<file path="config.mk">
export PLATFORM = sky130hd
export DESIGN_NAME = vifs_regs
export DESIGN_NICKNAME = d
export VERILOG_FILES = /design/src/vifs_pkg.sv /design/src/vifs_regs.sv /design/src/vifs_sticky.sv
export SDC_FILE = /design/constraint.sdc
export NUM_CORES = 1
export LEC_CHECK = 0
export BUFFER_PORTS_ARGS = -buffer_cell sky130_fd_sc_hd__buf_4
export CAP_MARGIN = 20
export CORE_UTILIZATION = 48
export DETAILED_ROUTE_END_ITERATION = 10
export HOLD_SLACK_MARGIN = 0.08
export PLACE_DENSITY = 0.76
export SETUP_SLACK_MARGIN = 0.1
export SLEW_MARGIN = 20
export SYNTH_ARGS = -nofsm -noshare
export SYNTH_HDL_FRONTEND = slang
export SYNTH_SLANG_ARGS = --single-unit
</file>
<file path="constraint.sdc">
create_clock -name CLK_SYS_I -period 1.6 [get_ports CLK_SYS_I]
set_clock_uncertainty 0.15 [all_clocks]
set_input_delay 0.32 -clock CLK_SYS_I [delete_from_list [all_inputs] [get_ports CLK_SYS_I]]
set_output_delay 0.32 -clock CLK_SYS_I [all_outputs]
set_load 0.01 [all_outputs]
</file>
<file path="src/vifs_pkg.sv">
package vifs_pkg;

    // apb geometry
    localparam int          ADDR_W         = 12;
    localparam int          DATA_W         = 32;
    localparam int          IDX_W          = 8;

    // register indices as printed; byte address is four times the index
    localparam logic [7:0]  IDX_ASPECT     = 8'h82;
    localparam logic [7:0]  IDX_SCALING    = 8'h83;
    localparam logic [7:0]  IDX_VFC        = 8'h84;
    localparam logic [7:0]  IDX_REPEAT     = 8'h85;
    localparam logic [7:0]  IDX_TOPBAR_LO  = 8'h86;
    localparam logic [7:0]  IDX_FLAGS_A    = 8'h87;
    localparam logic [7:0]  IDX_TOPBAR_HI  = 8'h88;
    localparam logic [7:0]  IDX_FLAGS_B    = 8'h8F;
    localparam logic [7:0]  IDX_IRQ_STATUS = 8'hF0;
    localparam logic [7:0]  IDX_IRQ_MASK   = 8'hF1;

    // field widths
    localparam int          ASPECT_W       = 4;
    localparam int          SCALING_W      = 2;
    localparam int          VFC_W          = 7;
    localparam int          REPEAT_W       = 4;
    localparam int          TOPBAR_W       = 16;
    localparam int          FLAG_W         = 7;

    // change flag bit positions
    localparam int          FLG_AVI        = 0;
    localparam int          FLG_AUDIO      = 1;
    localparam int          FLG_SPD        = 2;
    localparam int          FLG_MPEG       = 3;
    localparam int          FLG_ACP        = 4;
    localparam int          FLG_ISRC1      = 5;
    localparam int          FLG_ISRC2      = 6;

    // active format aspect codes
    localparam logic [3:0]  AFA_SAME       = 4'h8;
    localparam logic [3:0]  AFA_4_3        = 4'h9;
    localparam logic [3:0]  AFA_16_9       = 4'hA;
    localparam logic [3:0]  AFA_14_9       = 4'hB;

    // scaling codes
    localparam logic [1:0]  SC_NONE        = 2'h0;
    localparam logic [1:0]  SC_HORIZ       = 2'h1;
    localparam logic [1:0]  SC_VERT        = 2'h2;
    localparam logic [1:0]  SC_BOTH        = 2'h3;

    // reset values
    localparam logic [6:0]  FLAGS_RST      = 7'h00;
    localparam logic [6:0]  MASK_RST       = 7'h00;
    localparam logic [15:0] TOPBAR_NONE    = 16'h0000;

endpackage : vifs_pkg

</file>
<file path="src/vifs_regs.sv">
// The APB interface to the registers was left to the implementer.
`timescale 1ns/1ps

// Contract
// - report four-bit active format aspect code
// - two-bit scaling code at 0x83
// - seven-bit video format code at 0x84
// - repetition field at 0x85, count minus one
// - top-bar end line, 0x86 low, 0x88 high
// - top-bar end line zero means no bar
// - seven change flags at 0x87 set on change
// - flags read 0x00 when nothing changed
// - reading any flag copy clears all flags; the code clears only the bits that read returned
// - bits 0..2: avi, audio, spd infoframes
// - bits 3..6: mpeg, acp, isrc1, isrc2
// - second flag copy readable at 0x8F
module vifs_regs (
    input  wire logic        CLK_SYS_I,
    input  wire logic        RESET_N_I,
    // apb slave
    input  wire logic        PSEL_I,
    input  wire logic        PENABLE_I,
    input  wire logic        PWRITE_I,
    input  wire logic [11:0] PADDR_I,
    input  wire logic [31:0] PWDATA_I,
    output logic      [31:0] PRDATA_O,
    output logic             PREADY_O,
    output logic             PSLVERR_O,
    // decoded infoframe fields from the receiver, same clock
    input  wire logic [3:0]  ASPECT_CODE_I,
    input  wire logic [1:0]  SCALING_CODE_I,
    input  wire logic [6:0]  VIDEO_FORMAT_CODE_I,
    input  wire logic [3:0]  REPETITION_COUNT_I,
    input  wire logic [15:0] TOP_BAR_END_LINE_I,
    // one-cycle pulse per packet type whose content changed
    input  wire logic [6:0]  PACKET_CHANGED_I,
    output logic             IRQ_O
);

    typedef struct packed {
        logic [31:0] prdata;
        logic        pready;
        logic        pslverr;
        logic        irq;
        logic [6:0]  irq_mask;
        logic [3:0]  aspect;
        logic [1:0]  scaling;
        logic [6:0]  vfc;
        logic [3:0]  repeat_cnt;
        logic [15:0] topbar;
    } vifs_state_t;

    vifs_state_t st_q;
    vifs_state_t st_d;

    logic [6:0] change_flags;
    logic [6:0] irq_status;
    // clears act at the completion edge itself, so a change sampled at
    // that same edge meets the clear inside the sticky set and wins
    logic [6:0] flag_clr;
    logic [6:0] stat_clr;

    // word index of an aligned, in-range address
    function automatic logic [7:0] addr_index(input logic [11:0] a);
        addr_index = a[9:2];
    endfunction

    function automatic logic addr_ok(input logic [11:0] a);
        logic [7:0] i;
        i = a[9:2];
        addr_ok = (a[1:0] == 2'h0) && (a[11:10] == 2'h0) &&
                  ((i == vifs_pkg::IDX_ASPECT)     ||
                   (i == vifs_pkg::IDX_SCALING)    ||
                   (i == vifs_pkg::IDX_VFC)        ||
                   (i == vifs_pkg::IDX_REPEAT)     ||
                   (i == vifs_pkg::IDX_TOPBAR_LO)  ||
                   (i == vifs_pkg::IDX_FLAGS_A)    ||
                   (i == vifs_pkg::IDX_TOPBAR_HI)  ||
                   (i == vifs_pkg::IDX_FLAGS_B)    ||
                   (i == vifs_pkg::IDX_IRQ_STATUS) ||
                   (i == vifs_pkg::IDX_IRQ_MASK));
    endfunction

    function automatic logic is_flag_idx(input logic [7:0] i);
        is_flag_idx = (i == vifs_pkg::IDX_FLAGS_A) ||
                      (i == vifs_pkg::IDX_FLAGS_B);
    endfunction

    // one common flag set serves both copies
    vifs_sticky #(
        .WIDTH   (vifs_pkg::FLAG_W)
    ) u_change_flags (
        .clk_i     (CLK_SYS_I),
        .reset_n_i (RESET_N_I),
        .set_i     (PACKET_CHANGED_I),
        .clr_i     (flag_clr),
        .flags_o   (change_flags)
    );

    // interrupt status sees the same events but clears on its own read
    vifs_sticky #(
        .WIDTH   (vifs_pkg::FLAG_W)
    ) u_irq_status (
        .clk_i     (CLK_SYS_I),
        .reset_n_i (RESET_N_I),
        .set_i     (PACKET_CHANGED_I),
        .clr_i     (stat_clr),
        .flags_o   (irq_status)
    );

    always_comb
    begin
        logic [7:0]  idx;
        logic        rd_done;
        logic [31:0] rval;
        idx     = addr_index(PADDR_I);
        rd_done = 1'b0;
        rval    = 32'h0000_0000;
        st_d    = st_q;

        // fields follow the receiver; a zero top bar means no bar
        st_d.aspect     = ASPECT_CODE_I;
        st_d.scaling    = SCALING_CODE_I;
        st_d.vfc        = VIDEO_FORMAT_CODE_I;
        st_d.repeat_cnt = REPETITION_COUNT_I;
        st_d.topbar     = TOP_BAR_END_LINE_I;

        flag_clr = 7'h00;
        stat_clr = 7'h00;

        case (idx)
            vifs_pkg::IDX_ASPECT:     rval[3:0]  = st_q.aspect;
            vifs_pkg::IDX_SCALING:    rval[1:0]  = st_q.scaling;
            vifs_pkg::IDX_VFC:        rval[6:0]  = st_q.vfc;
            vifs_pkg::IDX_REPEAT:     rval[3:0]  = st_q.repeat_cnt;
            vifs_pkg::IDX_TOPBAR_LO:  rval[7:0]  = st_q.topbar[7:0];
            vifs_pkg::IDX_TOPBAR_HI:  rval[7:0]  = st_q.topbar[15:8];
            vifs_pkg::IDX_FLAGS_A:    rval[6:0]  = change_flags;
            vifs_pkg::IDX_FLAGS_B:    rval[6:0]  = change_flags;
            vifs_pkg::IDX_IRQ_STATUS: rval[6:0]  = irq_status;
            vifs_pkg::IDX_IRQ_MASK:   rval[6:0]  = st_q.irq_mask;
            default:                  rval       = 32'h0000_0000;
        endcase
        if (!addr_ok(PADDR_I))
        begin
            rval = 32'h0000_0000;
        end

        // one wait state: data is sampled in the first access cycle
        if (PSEL_I && PENABLE_I && !st_q.pready)
        begin
            st_d.pready  = 1'b1;
            st_d.pslverr = !addr_ok(PADDR_I);
            st_d.prdata  = PWRITE_I ? 32'h0000_0000 : rval;
        end
        else if (PSEL_I && PENABLE_I && st_q.pready)
        begin
            // completion edge: the transfer takes effect here
            st_d.pready  = 1'b0;
            st_d.pslverr = 1'b0;
            rd_done      = !PWRITE_I && addr_ok(PADDR_I);
            if (PWRITE_I && addr_ok(PADDR_I) &&
                (idx == vifs_pkg::IDX_IRQ_MASK))
            begin
                st_d.irq_mask = PWDATA_I[6:0];
            end
        end
        else
        begin
            st_d.pready  = 1'b0;
            st_d.pslverr = 1'b0;
        end

        // only bits already reported are cleared, so a change landing
        // after the snapshot, up to the completion edge, is kept
        if (rd_done && is_flag_idx(idx))
        begin
            flag_clr = st_q.prdata[6:0];
        end
        if (rd_done && (idx == vifs_pkg::IDX_IRQ_STATUS))
        begin
            stat_clr = st_q.prdata[6:0];
        end

        st_d.irq = |(irq_status & st_q.irq_mask);
    end

    always_ff @(posedge CLK_SYS_I or negedge RESET_N_I)
    begin
        if (!RESET_N_I)
        begin
            st_q          <= '0;
            st_q.irq_mask <= vifs_pkg::MASK_RST;
            st_q.topbar   <= vifs_pkg::TOPBAR_NONE;
        end
        else
        begin
            st_q <= st_d;
        end
    end

    assign PRDATA_O  = st_q.prdata;
    assign PREADY_O  = st_q.pready;
    assign PSLVERR_O = st_q.pslverr;
    assign IRQ_O     = st_q.irq;

endmodule // vifs_regs

</file>
<file path="src/vifs_sticky.sv">
`timescale 1ns/1ps

// sticky flag set; a set in the same cycle as a clear wins
module vifs_sticky #(
    parameter int WIDTH = 7
) (
    input  wire logic             clk_i,
    input  wire logic             reset_n_i,
    input  wire logic [WIDTH-1:0] set_i,
    input  wire logic [WIDTH-1:0] clr_i,
    output logic      [WIDTH-1:0] flags_o
);

    typedef struct packed {
        logic [WIDTH-1:0] flags;
    } vifs_sticky_t;

    vifs_sticky_t st_q;
    vifs_sticky_t st_d;

    always_comb
    begin
        st_d       = st_q;
        st_d.flags = (st_q.flags & ~clr_i) | set_i;
    end

    always_ff @(posedge clk_i or negedge reset_n_i)
    begin
        if (!reset_n_i)
        begin
            st_q <= '0;
        end
        else
        begin
            st_q <= st_d;
        end
    end

    assign flags_o = st_q.flags;

endmodule // vifs_sticky
</file>
# After elaboration in Yosys (flattened, before gate mapping)
# Index checks and enable logic that the tools add are counted.
# Widths: inputs -> output; s select.
[classes] eq_ne=10 reduce_logical=28 mux=11 n_bitwise=8
[op_table] operator="$eq 8x8->1 const B" n=10
[op_table] operator="$mux 32" n=1
[op_table] operator="$and 7x7->7" n=3
[op_table] operator="$pmux 2 s9" n=1
[op_table] operator="$pmux 3 s6" n=1
[op_table] operator="$pmux 2 s8" n=1
[op_table] operator="$mux 7" n=2
[op_table] operator="$not 7->7" n=2
[op_table] operator="$or 7x7->7" n=2
[op_table] operator="$logic_and 1x1->1" n=10
[op_table] operator="$logic_or 1x1->1" n=10
[op_table] operator="$mux 8" n=1
[op_table] operator="$reduce_or 7->1" n=1
[op_table] operator="$logic_not 2->1" n=2
[op_table] operator="$logic_not 1->1" n=3
[op_table] operator="$reduce_and 3->1" n=1
[op_table] operator="$mux 1" n=2
[op_table] operator="$mux 2" n=1
[op_table] operator="$pmux 1 s2" n=1
[op_table] operator="$reduce_or 2->1" n=1
[op_table] operator="$not 1->1" n=1
[word_totals] input_bits=89 elab_cells=69 output_inout_bits=35 reg_bits=89

# Longest topological paths before layout
# Gate-level depths: netlist of run 1.
[depth] depth_word=19 depth_mapped=7 depth_no_buf=5

# By module
# A second synthesis of run 1 with hierarchy kept.
[unflattened] cells_unflattened=289 area_unflattened_um2=3171.8
[modules_own_cells] mod="vifs_regs" area_per_inst_um2=2663.8 cells_per_inst=247 instances=1 seq_area_each_um2=1276.2
[modules_own_cells] mod="vifs_sticky" area_per_inst_um2=254.0 cells_per_inst=21 instances=2 seq_area_each_um2=175.2

# Worst setup path after synthesis of run 1
# No wires, ideal clock.
[synth_path] path_kind="in2reg" startpoint="input PADDR_I[7]" endpoint="register u_change_flags.st_q (netlist bit u_change_flags.flags_o[0])" cell_stages=7 required_time_ps=1332 n_path_buf=2 slack_ps=-260 setup_ps=118 arrival_time_ps=1592 path_cell_list="or4b_4 buf_6 nor2_4 and3b_1 buf_6 nand2_1 a21o_1"
[synth_lines] item="from (decl)" line_no="vifs_regs.sv:24" source="input wire logic [11:0] PADDR_I,"
[synth_lines] item="to (signal assigned)" line_no="vifs_sticky.sv:35" source="st_q <= st_d;"
[synth_lines] item="to (decl)" line_no="vifs_sticky.sv:18" source="vifs_sticky_t st_q;"

# Worst setup path in the final report of run 1
[layout_path] startpoint="input PADDR_I[8]" endpoint="register st_q (netlist bit PRDATA_O[2])"
[layout_via] elab_chain_cells=13 word_cells_on_any_way=24 cone_classes="10 x eq/ne; 3 x mux; 11 x reduce/logical"
[layout_lines] item="$eq 8x8->1, on equally long branches" line_no="vifs_regs.sv:72, vifs_regs.sv:131, vifs_regs.sv:73"
[layout_lines] item="$logic_or 1x1->1" line_no="vifs_regs.sv:72" source="((i == vifs_pkg::IDX_ASPECT) ||"
[layout_lines] item="$logic_or 1x1->1" line_no="vifs_regs.sv:73" source="(i == vifs_pkg::IDX_SCALING) ||"
[layout_lines] item="$logic_or 1x1->1" line_no="vifs_regs.sv:74" source="(i == vifs_pkg::IDX_VFC) ||"
[layout_lines] item="$logic_or 1x1->1" line_no="vifs_regs.sv:75" source="(i == vifs_pkg::IDX_REPEAT) ||"
[layout_lines] item="$logic_or 1x1->1" line_no="vifs_regs.sv:76" source="(i == vifs_pkg::IDX_TOPBAR_LO) ||"
[layout_lines] item="$logic_or 1x1->1" line_no="vifs_regs.sv:77" source="(i == vifs_pkg::IDX_FLAGS_A) ||"
[layout_lines] item="$logic_or 1x1->1" line_no="vifs_regs.sv:78" source="(i == vifs_pkg::IDX_TOPBAR_HI) ||"
[layout_lines] item="$logic_or 1x1->1" line_no="vifs_regs.sv:79" source="(i == vifs_pkg::IDX_FLAGS_B) ||"
[layout_lines] item="$logic_or 1x1->1" line_no="vifs_regs.sv:80" source="(i == vifs_pkg::IDX_IRQ_STATUS) ||"
[layout_lines] item="$logic_and 1x1->1" line_no="vifs_regs.sv:71" source="addr_ok = (a[1:0] == 2'h0) && (a[11:10] == 2'h0) &&"
[layout_lines] item="$mux 8 *" line_no="vifs_regs.sv:144" source="if (!addr_ok(PADDR_I))"
[layout_lines] item="$mux 32 *" line_no="vifs_regs.sv:154" source="st_d.prdata = PWRITE_I ? 32'h0000_0000 : rval;"
[layout_lines] item="to (signal assigned)" line_no="vifs_regs.sv:198" source="st_q <= st_d;"
[layout_lines] item="to (decl)" line_no="vifs_regs.sv:53" source="vifs_state_t st_q;"
# Every way passes the cells marked *; elsewhere a longest branch is shown, timed or not.
# A chain may end at the register's enable or synchronous reset.

==> results of run 1 <==
==> cells by family (layout without fill, tap and decap cells) <==
logic type,count (synthesis),after routing,share of synthesized area
compound gates,60,60,0.1483
flops,65,65,0.5492
simple gates,74,74,0.1365
buf+inv,46,186,0.1052
mux,16,16,0.05957
other cells,1,24,0.001266
==> worst min-delay path by stage <==
stage	endpoint	from	cells after the start
floorplan	IRQ_O	RESET_N_I	0
global placement	st_q[11]	RESET_N_I	1
detailed placement	st_q[9]	RESET_N_I	1
CTS	PSLVERR_O	PADDR_I[11]	4
global route	PRDATA_O[7]	PWRITE_I	4
finish	st_q[11]	RESET_N_I	2
==> timing repair <==
action                                 CTS  global route
resized for setup                       20            23
buffers inserted                         2             4
pin swaps                                5            13
hold buffers                            48             0
setup endpoints to repair               29            30
endpoints found under the hold margin  119             0
==> sequential cells by signal, summed over array words and instances, names as in the netlist <==
register and count:
st_q 40, PRDATA_O 8, u_change_flags.flags_o 7, u_irq_status.flags_o 7, IRQ_O 1, PREADY_O 1, PSLVERR_O 1
==> worst max-delay path, delay by kind of cell <==
kind	cells	cell delay, ns
AND/OR/NAND/NOR	1	0.62
buffers and inverters	1	0.09
AO/OA/AOI/OAI	3	0.71
==> report_power, final <==
group / internal (W) / switching [W]
Sequential: 0.00169 / 0.0000164
Combinational: 0.000290 / 0.000220
Clock: 0.000792 / 0.000609
==> through the flow <==
| step | area [um2] | total power (W) | setup slack (ns) |
|---|---|---|---|
| after floorplan | 3067 | 0.001896 | -0.2174 |
| after global placement | 3730 | 0.002098 | -0.3917 |
| after detailed placement | 3730 | 0.002106 | -0.4212 |
| after CTS | 4499 | 0.003604 | 0.02729 |
| after global routing | 4617 | 0.003755 | -0.09114 |
| final | 4617 | 0.003616 | -0.03730 |
==> layer usage <==
metal	vias to the layer above	GRT usage	part of all wire
met5	-	0	0
met2	115	0.4551	0.50
met1	1241	0.3188	0.41
met4	0	0.1482	0.035
li1	1206	-	-
met3	25	0.06023	0.060
==> layout by cell type, fill, tap and decap left out, types with 3 or more instances in the layout <==
cell,instances
sky130_fd_sc_hd__a211oi_1,3
sky130_fd_sc_hd__a21o_1,14
sky130_fd_sc_hd__a22oi_1,10
sky130_fd_sc_hd__a31oi_1,3
sky130_fd_sc_hd__a32oi_1,7
sky130_fd_sc_hd__and3_1,3
sky130_fd_sc_hd__buf_4,111
sky130_fd_sc_hd__buf_6,8
sky130_fd_sc_hd__clkbuf_8,11
sky130_fd_sc_hd__conb_1,24
sky130_fd_sc_hd__dfrtp_1,65
sky130_fd_sc_hd__dlygate4sd3_1,48
sky130_fd_sc_hd__mux2_2,12
sky130_fd_sc_hd__mux2i_1,3
sky130_fd_sc_hd__nand2_1,24
sky130_fd_sc_hd__nand2_2,4
sky130_fd_sc_hd__nand3_1,5
sky130_fd_sc_hd__nor2_1,6
sky130_fd_sc_hd__nor2b_1,6
sky130_fd_sc_hd__nor3_4,3
sky130_fd_sc_hd__o21ai_1,4
sky130_fd_sc_hd__o21ai_2,3
==> layout make-up <==
cell class / instances / area, um2
inverters: 2 / 7.507
multi-input cells: 174 / 1250
flip-flops and latches: 65 / 1627
clock buffers: 12 / 155.1
fillers: 350 / 1304
repair buffers: 169 / 1444
clock inverters: 3 / 40.04
well taps: 75 / 93.84
==> results summary, run 1 <==
The number of hold violations in the final report came out at 0. The global-route congestion overflow total is 0. The tightest hold path in the finished design has a slack of 0.2506 ns.

The share of flip-flops with an asynchronous set or reset is 1.000. On the critical path, the stage with the largest delay is an instance of sky130_fd_sc_hd__or4b_4. After technology mapping, the gate count stands at 262.

The worst hold path belongs to the class primary input to asynchronous set/reset pin. The maximum clock rate is 0.6108 GHz. The required time of the critical path came out at 1.71 ns. The I/O pin count came out at 124.

The final weighted congestion in routability-driven placement is 0.8596. The final critical path time including I/O delays and setup came out at 1.637 ns. The fraction of final layout cells with drive strength greater than 1 came out at 0.4188. Among all flip-flop cells after synthesis, the most frequent one is sky130_fd_sc_hd__dfrtp_1.

Of all cell types, the one taking the most synthesized area is sky130_fd_sc_hd__dfrtp_1. The number of distinct library cell variants in the gate-level netlist after synthesis is 45. The number of global-route vias before repair came out at 2701. TritonCTS built the clock tree. The final routed wirelength across all metal layers came out at 8.142 mm. The synthesized design contains 65 register bits.

The largest fanout of any net on the critical path came out at 7. The final reports fail on setup timing. The number of cell rows is 28.

The post-synthesis sequential area ratio came out at 0.5492. The die covers 0.006488 mm2. The H-tree depth is 3. The area growth from synthesis to layout is 55.89%.

The number of I/O port buffers is 74. The clock tree buffer depth is 2. The data arrival time of the worst path is 1.75 ns. After routing, the total negative slack on setup checks comes to -0.08103 ns. The leakage power came out at 2.103 nW. Setup repair after global routing could not meet its margin everywhere. Once detail routing completed, the nets flagged for antenna violations numbered 0. The number of cells on the worst reg-to-reg path is 6. The launch point of the worst reg-to-reg path is PREADY_O. The critical path ends at PRDATA_O[2]. The TritonCTS buffer count is 9. The number of clock sinks is 65. The cell sitting at the root of the clock tree is a sky130_fd_sc_hd__clkbuf_8. Yosys printed 0 warnings. The flow ran to the end, but the final reports show violations. The global-route usage over all layers is 0.2705.

The fraction of synthesized cell area taken by the top area cell type came out at 0.5492. The post-synthesis average cell area came out at 11.30 um2. The highest cell delay on the worst timing path is 0.62 ns. The number of remaining DRC errors is 0.

Max-cap violations in this run came to 0. The initial antenna violation count is 0. The total standard cell area after synthesis came out at 0.002962 mm2. The largest net degree at the start of global routing is 32. The critical path goes through buf_6 > or4b_4 > a2111oi_1 > o21ai_1 > a32oi_1.

The initial core utilization is 0.5002. The antenna diode instance count is 0. The filler-free cell count of the finished design came out at 500. Once routing completed, OpenROAD measured the worst setup slack at -0.03730 ns. The floorplan step set the die height to 80.55 um. The first-pass iteration count of the detailed router is 5. The count of nets after finishing is 510. The detailed-route vias per instance came out at 5.174. Across all register-to-register paths, the minimum setup slack is 0.02 ns.

The period utilization came out at 1.023. The die width came out at 80.55 um. For this design the ratio of total power to cell area is 783.1 mW/mm2.

The worst setup path is launched from a primary input. The total via count in the routed design came out at 2587. The half-perimeter wire length after placement came out at 5.373 mm. After the first detailed-routing iteration, the DRC count stood at 182.

In this run the critical register-to-register path is captured at u_change_flags.flags_o[2]. The worst setup path is captured at a register. The worst setup path is of the primary input to register kind.

The most common cell in the netlist is sky130_fd_sc_hd__dfrtp_1. The end-of-flow core utilization is 0.7798. In this run, synthesis inferred 0 flip-flops with an integrated enable.

In the post-synthesis netlist, the biggest area contributors are sky130_fd_sc_hd__dfrtp_1 (55%), sky130_fd_sc_hd__buf_4 (8.1%), sky130_fd_sc_hd__mux2_2 (4.9%). Setup violations remaining at the end of the flow were counted as 5. The floorplan step defined a core boundary enclosing 0.005921 mm2. The clock reaches the later pin of the worst-skew pair after 0.34 ns. The critical path starts at PADDR_I[8].

Ranked by instance count, the synthesized netlist is headed by sky130_fd_sc_hd__dfrtp_1 (65), sky130_fd_sc_hd__buf_4 (32), sky130_fd_sc_hd__nand2_1 (29). The placed instance count came out at 431. The clock-pin slew of the registers on the worst-case setup and hold paths came out at 0.07 ns. The wire length of the first global-routing pass came out at 12.79 mm.

The number of max-slew violations in the final report came out at 0. The detailed-route wire length per cell is 16.28 um. The peak supply drop came out at 0.5407 mV.
(Power assumes the default switching activity.)
==> run 2, diff against run 1 <==
--- a/config.mk
+++ b/config.mk
@@ -7,6 +7,7 @@
 export LEC_CHECK = 0
 export BUFFER_PORTS_ARGS = -buffer_cell sky130_fd_sc_hd__buf_4
 export CAP_MARGIN = 20
+export CORE_MARGIN = 1
 export CORE_UTILIZATION = 48
 export DETAILED_ROUTE_END_ITERATION = 10
 export HOLD_SLACK_MARGIN = 0.08
==> constraint.sdc (replaced) <==
create_clock -name CLK_SYS_I -period 1.6 [get_ports CLK_SYS_I]
set_clock_uncertainty 0.15 [all_clocks]
set_input_delay 0.16 -clock CLK_SYS_I [delete_from_list [all_inputs] [get_ports CLK_SYS_I]]
set_output_delay 0.16 -clock CLK_SYS_I [all_outputs]
set_load 0.01 [all_outputs]
==> results summary, run 2 (synthesized netlist as in run 1, its figures left out) <==
The final critical path time including I/O delays and setup is 1.567 ns (was 1.637 ns). The final non-filler cell area came out at 0.004579 mm2 (was 0.004617 mm2). The CTS tree is built (unchanged). The category of the worst setup path launch point is a register (was primary input).

The first-pass iteration count of the detailed router was 5 (unchanged). The source-to-sink clock delay at the later pin of the worst-skew pair is 0.35 ns (was 0.34 ns). The largest net degree at the start of global routing is 37 (was 32).

The peak supply drop is 0.7200 mV (was 0.5407 mV). The smallest hold slack came out at 0.1264 ns (was 0.2506 ns). The chip height came out at 80.55 um (unchanged). The instance area at placement came out at 0.003724 mm2 (was 0.003730 mm2). The kind of critical path is register to register (was primary input to register). The period utilization came out at 0.9795 (was 1.023). The placeable core region was 0.005921 mm2 (unchanged). The number of I/O port buffers was 74 (unchanged). The number of setup violations in the final report was 0 (was 5). The largest fanout of any net on the critical path came to 3 (was 7).

The number of clock sinks is 65 (unchanged). The clock tree buffer depth came out at 2 (unchanged). The number of hold violations in the final report is 0 (unchanged). Outcome: finished, final reports clean (was finished with violations).

The total negative slack is 0 ns (was -0.08103 ns). The initial DRC count is 203 (was 182). The area growth from synthesis to layout came to 54.63% (was 55.89%). The number of global-route vias before repair is 2729 (was 2701). The leakage power is 2.078 nW (was 2.103 nW). The area of the die came out at 0.006488 mm2 (unchanged). The antenna diode instance count came out at 0 (unchanged). The clock-pin slew of the registers on the worst-case setup and hold paths is 0.07 ns (about the same). The final total power is 0.003881 W (was 0.003616 W). The data arrival time of the worst path came to 1.64 ns (was 1.75 ns). The highest cell delay on the worst timing path came out at 0.40 ns (was 0.62 ns). The die width came to 80.55 um (unchanged).

The total via count in the routed design is 2692 (was 2587). The number of violations of the max-capacitance limit came to 0 (unchanged). The TritonCTS buffer count came out at 9 (unchanged).

The number of flip-flops under the largest register name came out at 40 (unchanged). The maximum clock rate is 0.6381 GHz (was 0.6108 GHz). The H-tree depth is 3 (unchanged). The detailed-route wire length per cell is 16.96 um (was 16.28 um). The fraction of final layout cells with drive strength greater than 1 came out at 0.3901 (was 0.4188). The worst-path cell with the longest stage delay is sky130_fd_sc_hd__dfrtp_1 (was sky130_fd_sc_hd__or4b_4). The required time of the critical path was 1.67 ns (was 1.71 ns).

The count of nets after finishing is 507 (was 510). The initial core utilization came out at 0.5002 (unchanged). The number of max-slew violations in the final report came to 0 (unchanged). The final weighted congestion in routability-driven placement is 0.9148 (was 0.8596).

The number of cell rows came out at 28 (unchanged). The buffer type at the clock tree root was sky130_fd_sc_hd__clkbuf_8 (unchanged). The residual antenna-violating net count after detailed routing is 0 (unchanged). The classification of the worst-slack hold path was primary input to asynchronous set/reset pin (unchanged). Commonest cells after routing, fill and taps aside: sky130_fd_sc_hd__buf_4 (112), sky130_fd_sc_hd__dfrtp_1 (65), sky130_fd_sc_hd__dlygate4sd3_1 (49) (was sky130_fd_sc_hd__buf_4 (111), sky130_fd_sc_hd__dfrtp_1 (65), sky130_fd_sc_hd__dlygate4sd3_1 (48)). The initial antenna violation count came out at 0 (unchanged). The critical path capture point type is a register (unchanged). RSZ-0062 raised after global routing: yes (unchanged).

The global-route usage over all layers came to 0.2806 (was 0.2705). The I/O pin count is 124 (unchanged). The number of filler cells placed in the layout was 366 (was 350). The detailed-route vias per instance is 5.406 (was 5.174). The wire length of the first global-routing pass is 12.98 mm (was 12.79 mm). Series of cell instances along the critical path: nand3b_1 > buf_6 > nand2_4 > o31ai_4 > a211oi_2 > a32oi_1 (was buf_6 > or4b_4 > a2111oi_1 > o21ai_1 > a32oi_1). The half-perimeter wire length after placement is 5.336 mm (was 5.373 mm). The cell area power density came out at 847.5 mW/mm2 (was 783.1 mW/mm2). The final routed wirelength across all metal layers came out at 8.445 mm (was 8.142 mm).

The leading cell type in the layout, fill and taps excluded is sky130_fd_sc_hd__buf_4 (unchanged). The number of remaining DRC errors came out at 0 (unchanged). The most flop-heavy register is st_q (unchanged).

The global-route congestion overflow total came out at 0 (unchanged). The end-of-flow core utilization came to 0.7735 (was 0.7798).
run 2: cell types whose count changed in the layout (fill, tap and decap cells not counted), sizes merged:
cell	delta
clkinvlp	+2
dlygate4sd3	+1
buf	-5
clkbuf	-3
bufinv	+2
dlymetal6s4s	+1
run 2: critical path, delay by kind of cell (launching register included):
family                 cells  cell delay [ns]
AOI/OAI and AO/OA          3             0.40
buffers and inverters      1             0.18
DFF                        1             0.40
and+or+nand+nor            2             0.31
run 2: worst paths after layout:
path                                           start                        end  slack, ns  cells past startpoint
max                                         PREADY_O                PRDATA_O[2]       0.03                      6
min                                        RESET_N_I                   st_q[13]       0.13                      2
max reg2reg                                 PREADY_O                PRDATA_O[2]       0.03                      6
min reg2reg                u_change_flags.flags_o[0]  u_change_flags.flags_o[0]       0.34                      1
max in group asynchronous                  RESET_N_I                   st_q[35]       0.66                      3
min in group CLK_SYS_I                   PADDR_I[11]                PRDATA_O[6]       0.18                      5
run 2: routing by layer:
| metal | GRT usage | vias up | share of wire |
|---|---|---|---|
| li1 | - | 1198 | - |
| met1 | 0.3132 | 1307 | 0.37 |
| met2 | 0.4924 | 163 | 0.53 |
| met3 | 0.07955 | 24 | 0.071 |
| met4 | 0.1268 | 0 | 0.026 |
| met5 | 0 | - | 0 |
run 2: per-stage QoR:
step           setup WS (ns)  cells
5_1_grt             -0.01421    498
6_report             0.03279    498
4_1_cts              0.06501    498
3_3_place_gp         -0.2424    429
2_1_floorplan       -0.05737    285
3_5_place_dp         -0.2570    429
run 2: cell type report:
class                   instances  area (um2)  area share
multi-input cells             174        1211      0.2645
flip-flops and latches         65        1627      0.3552
repair buffers                166        1398      0.3052
well taps                      75       93.84     0.02049
inverters                       2       7.507    0.001639
clock buffers                   9       123.9     0.02705
clock inverters                 7       118.9     0.02596
run 2: repair_timing:
item,4_1_cts,5_1_grt
buffers inserted,3,0
resized for setup,19,7
hold endpoints to repair,122,0
pin swaps,6,5
endpoints found under the setup margin,22,22
hold buffers,50,0
run 2: report_power, final:
group	switching [W]	leakage, nW	internal [W]
Combinational	0.000220	1.21	0.000278
Sequential	0.0000152	0.757	0.00169
Clock	0.000647	0.115	0.00103
Total	0.000883	2.08	0.00300
==> run 3, diff against run 2 <==
--- a/config.mk
+++ b/config.mk
@@ -7,7 +7,7 @@
 export LEC_CHECK = 0
 export BUFFER_PORTS_ARGS = -buffer_cell sky130_fd_sc_hd__buf_4
 export CAP_MARGIN = 20
-export CORE_MARGIN = 1
+export CORE_MARGIN = 1.5
 export CORE_UTILIZATION = 48
 export DETAILED_ROUTE_END_ITERATION = 10
 export HOLD_SLACK_MARGIN = 0.08
==> results summary, run 3 (synthesized netlist as in run 1, its figures left out) <==
Outcome: finished, final reports clean (unchanged). The final routed wirelength across all metal layers is 8.041 mm (was 8.445 mm). The final weighted congestion in routability-driven placement came to 0.9195 (was 0.9148).

The detailed-route vias per instance is 5.331 (was 5.406). The final total power is 0.003777 W (was 0.003881 W). The leading cell type in the layout, fill and taps excluded is sky130_fd_sc_hd__buf_4 (unchanged). The number of I/O port buffers is 74 (unchanged). The number of remaining DRC errors came out at 0 (unchanged).

The final critical path time including I/O delays and setup is 1.546 ns (was 1.567 ns). The period utilization is 0.9660 (was 0.9795). The classification of the worst-slack hold path is primary input to asynchronous set/reset pin (unchanged). The fraction of final layout cells with drive strength greater than 1 is 0.4098 (was 0.3901). The source-to-sink clock delay at the later pin of the worst-skew pair came out at 0.35 ns (about the same). The H-tree depth is 3 (unchanged). The CTS tree was built (unchanged). The number of clock sinks came to 65 (unchanged). The clock-pin slew of the registers on the worst-case setup and hold paths came out at 0.07 ns (about the same). The critical path capture point type is a register (unchanged). The initial DRC count came to 211 (was 203). The worst-path cell with the longest stage delay is sky130_fd_sc_hd__dfrtp_1 (unchanged). RSZ-0062 raised after global routing: yes (unchanged). The residual antenna-violating net count after detailed routing was 0 (unchanged). The clock tree buffer depth is 2 (unchanged). The antenna diode instance count came out at 0 (unchanged). The gate family responsible for the most delay along the worst path is simple AND/OR/NAND/NOR gates (was flip-flops). The highest cell delay on the worst timing path came out at 0.41 ns (was 0.40 ns). The area growth from synthesis to layout came out at 55.13% (was 54.63%).

The detailed-route wire length per cell came to 16.02 um (was 16.96 um). The largest fanout of any net on the critical path was 6 (was 3). The global-route usage over all layers is 0.2677 (was 0.2806). The number of hold violations in the final report was 0 (unchanged). The global-route congestion overflow total came to 0 (unchanged). The cell area power density came to 822.0 mW/mm2 (was 847.5 mW/mm2).

Series of cell instances along the critical path: nand3b_1 > nor3_2 > nand2_2 > a32oi_1 (was nand3b_1 > buf_6 > nand2_4 > o31ai_4 > a211oi_2 > a32oi_1). The die width is 81.55 um (was 80.55 um). The final non-filler cell area came to 0.004594 mm2 (was 0.004579 mm2). The maximum clock rate came out at 0.6470 GHz (was 0.6381 GHz). The data arrival time of the worst path came out at 1.65 ns (was 1.64 ns).

The combined buffer and inverter count along the critical path is 0 (was 1). The number of max-slew violations in the final report is 0 (unchanged). The setup slack of the worst register-to-register path was 0.05 ns (was 0.03 ns). The area of the die is 0.006650 mm2 (was 0.006488 mm2). The peak supply drop is 0.7497 mV (was 0.7200 mV).

The I/O pin count came out at 124 (unchanged). The leakage power came to 2.062 nW (was 2.078 nW). Commonest cells after routing, fill and taps aside: sky130_fd_sc_hd__buf_4 (113), sky130_fd_sc_hd__dfrtp_1 (65), sky130_fd_sc_hd__dlygate4sd3_1 (49) (was sky130_fd_sc_hd__buf_4 (112), sky130_fd_sc_hd__dfrtp_1 (65), sky130_fd_sc_hd__dlygate4sd3_1 (49)). The number of cell rows is 28 (unchanged).

The chip height is 81.55 um (was 80.55 um). The kind of critical path is register to register (unchanged). The number of violations of the max-capacitance limit is 0 (unchanged). The first-pass iteration count of the detailed router is 4 (was 5).

The initial core utilization was 0.4973 (was 0.5002). The largest net degree at the start of global routing is 43 (was 37). The most flop-heavy register is st_q (unchanged).

The count of nets after finishing came out at 511 (was 507). The number of global-route vias before repair came out at 2745 (was 2729). The number of filler cells placed in the layout came to 373 (was 366). The category of the worst setup path launch point is a register (unchanged). The instance area at placement was 0.003766 mm2 (was 0.003724 mm2). The number of flip-flops under the largest register name was 40 (unchanged).

The wire length of the first global-routing pass came to 12.88 mm (was 12.98 mm). The total via count in the routed design was 2676 (was 2692). The number of setup violations in the final report is 0 (unchanged). The buffer type at the clock tree root was sky130_fd_sc_hd__clkbuf_8 (unchanged). The initial antenna violation count is 0 (unchanged). The TritonCTS buffer count came out at 9 (unchanged). The placeable core region came out at 0.005956 mm2 (was 0.005921 mm2). The required time of the critical path is 1.71 ns (was 1.67 ns). The smallest hold slack came out at 0.09024 ns (was 0.1264 ns). The half-perimeter wire length after placement is 5.487 mm (was 5.336 mm).
-- run 3: power breakdown --
group / internal (W) / switching (W) / total [W]
sequential: 0.00169 / 0.0000148 / 0.00170
clock: 0.000892 / 0.000690 / 0.00158
combinational: 0.000285 / 0.000208 / 0.000493
total: 0.00286 / 0.000913 / 0.00378
-- run 3: worst paths after layout --
check                                     startpoint                        end  cells past startpoint
setup / recovery                            PREADY_O                PRDATA_O[5]                      4
hold / removal                             RESET_N_I                   st_q[31]                      2
setup reg to reg                            PREADY_O                PRDATA_O[5]                      4
hold reg to reg            u_change_flags.flags_o[0]  u_change_flags.flags_o[0]                      1
max in group asynchronous                  RESET_N_I    u_irq_status.flags_o[5]                      3
min in group CLK_SYS_I                      PWRITE_I                   st_q[34]                      3
-- run 3: per-stage QoR --
stage | setup TNS (ns) | util | std cells | setup slack, ns
floorplan | -0.5210 | - | 285 | -0.05737
global placement | -4.706 | 0.6324 | 433 | -0.2047
detailed placement | -5.356 | 0.6324 | 433 | -0.2288
CTS | 0 | 0.7618 | 502 | 0.07669
global route | -0.02004 | 0.7714 | 502 | -0.02004
finish | 0 | 0.7714 | 502 | 0.05440
-- run 3: routing by layer --
metal | global-route usage | vias to the layer above | wire, um
met5 | 0 | - | 0
met4 | 0.1397 | 0 | 208
met3 | 0.06889 | 25 | 639
met2 | 0.4579 | 137 | 4175
met1 | 0.3077 | 1303 | 3016
li1 | - | 1211 | -
-- run 3: area by class of cell --
type / instances / area [um2] / share of cell area
sequential: 65 / 1627 / 0.3540
timing repair buffer: 170 / 1448 / 0.3151
multi-input combinational: 174 / 1191 / 0.2593
clock buffer: 9 / 123.9 / 0.02696
clock inverter: 7 / 101.3 / 0.02206
tap: 75 / 93.84 / 0.02042
inverter: 2 / 10.01 / 0.002179
-- run 3: repair_timing --
item	4_1_cts	5_1_grt
hold buffers	50	0
endpoints found under the setup margin	20	24
resized for setup	7	23
setup buffers	3	0
pin swaps	3	15
endpoints found under the hold margin	122	0
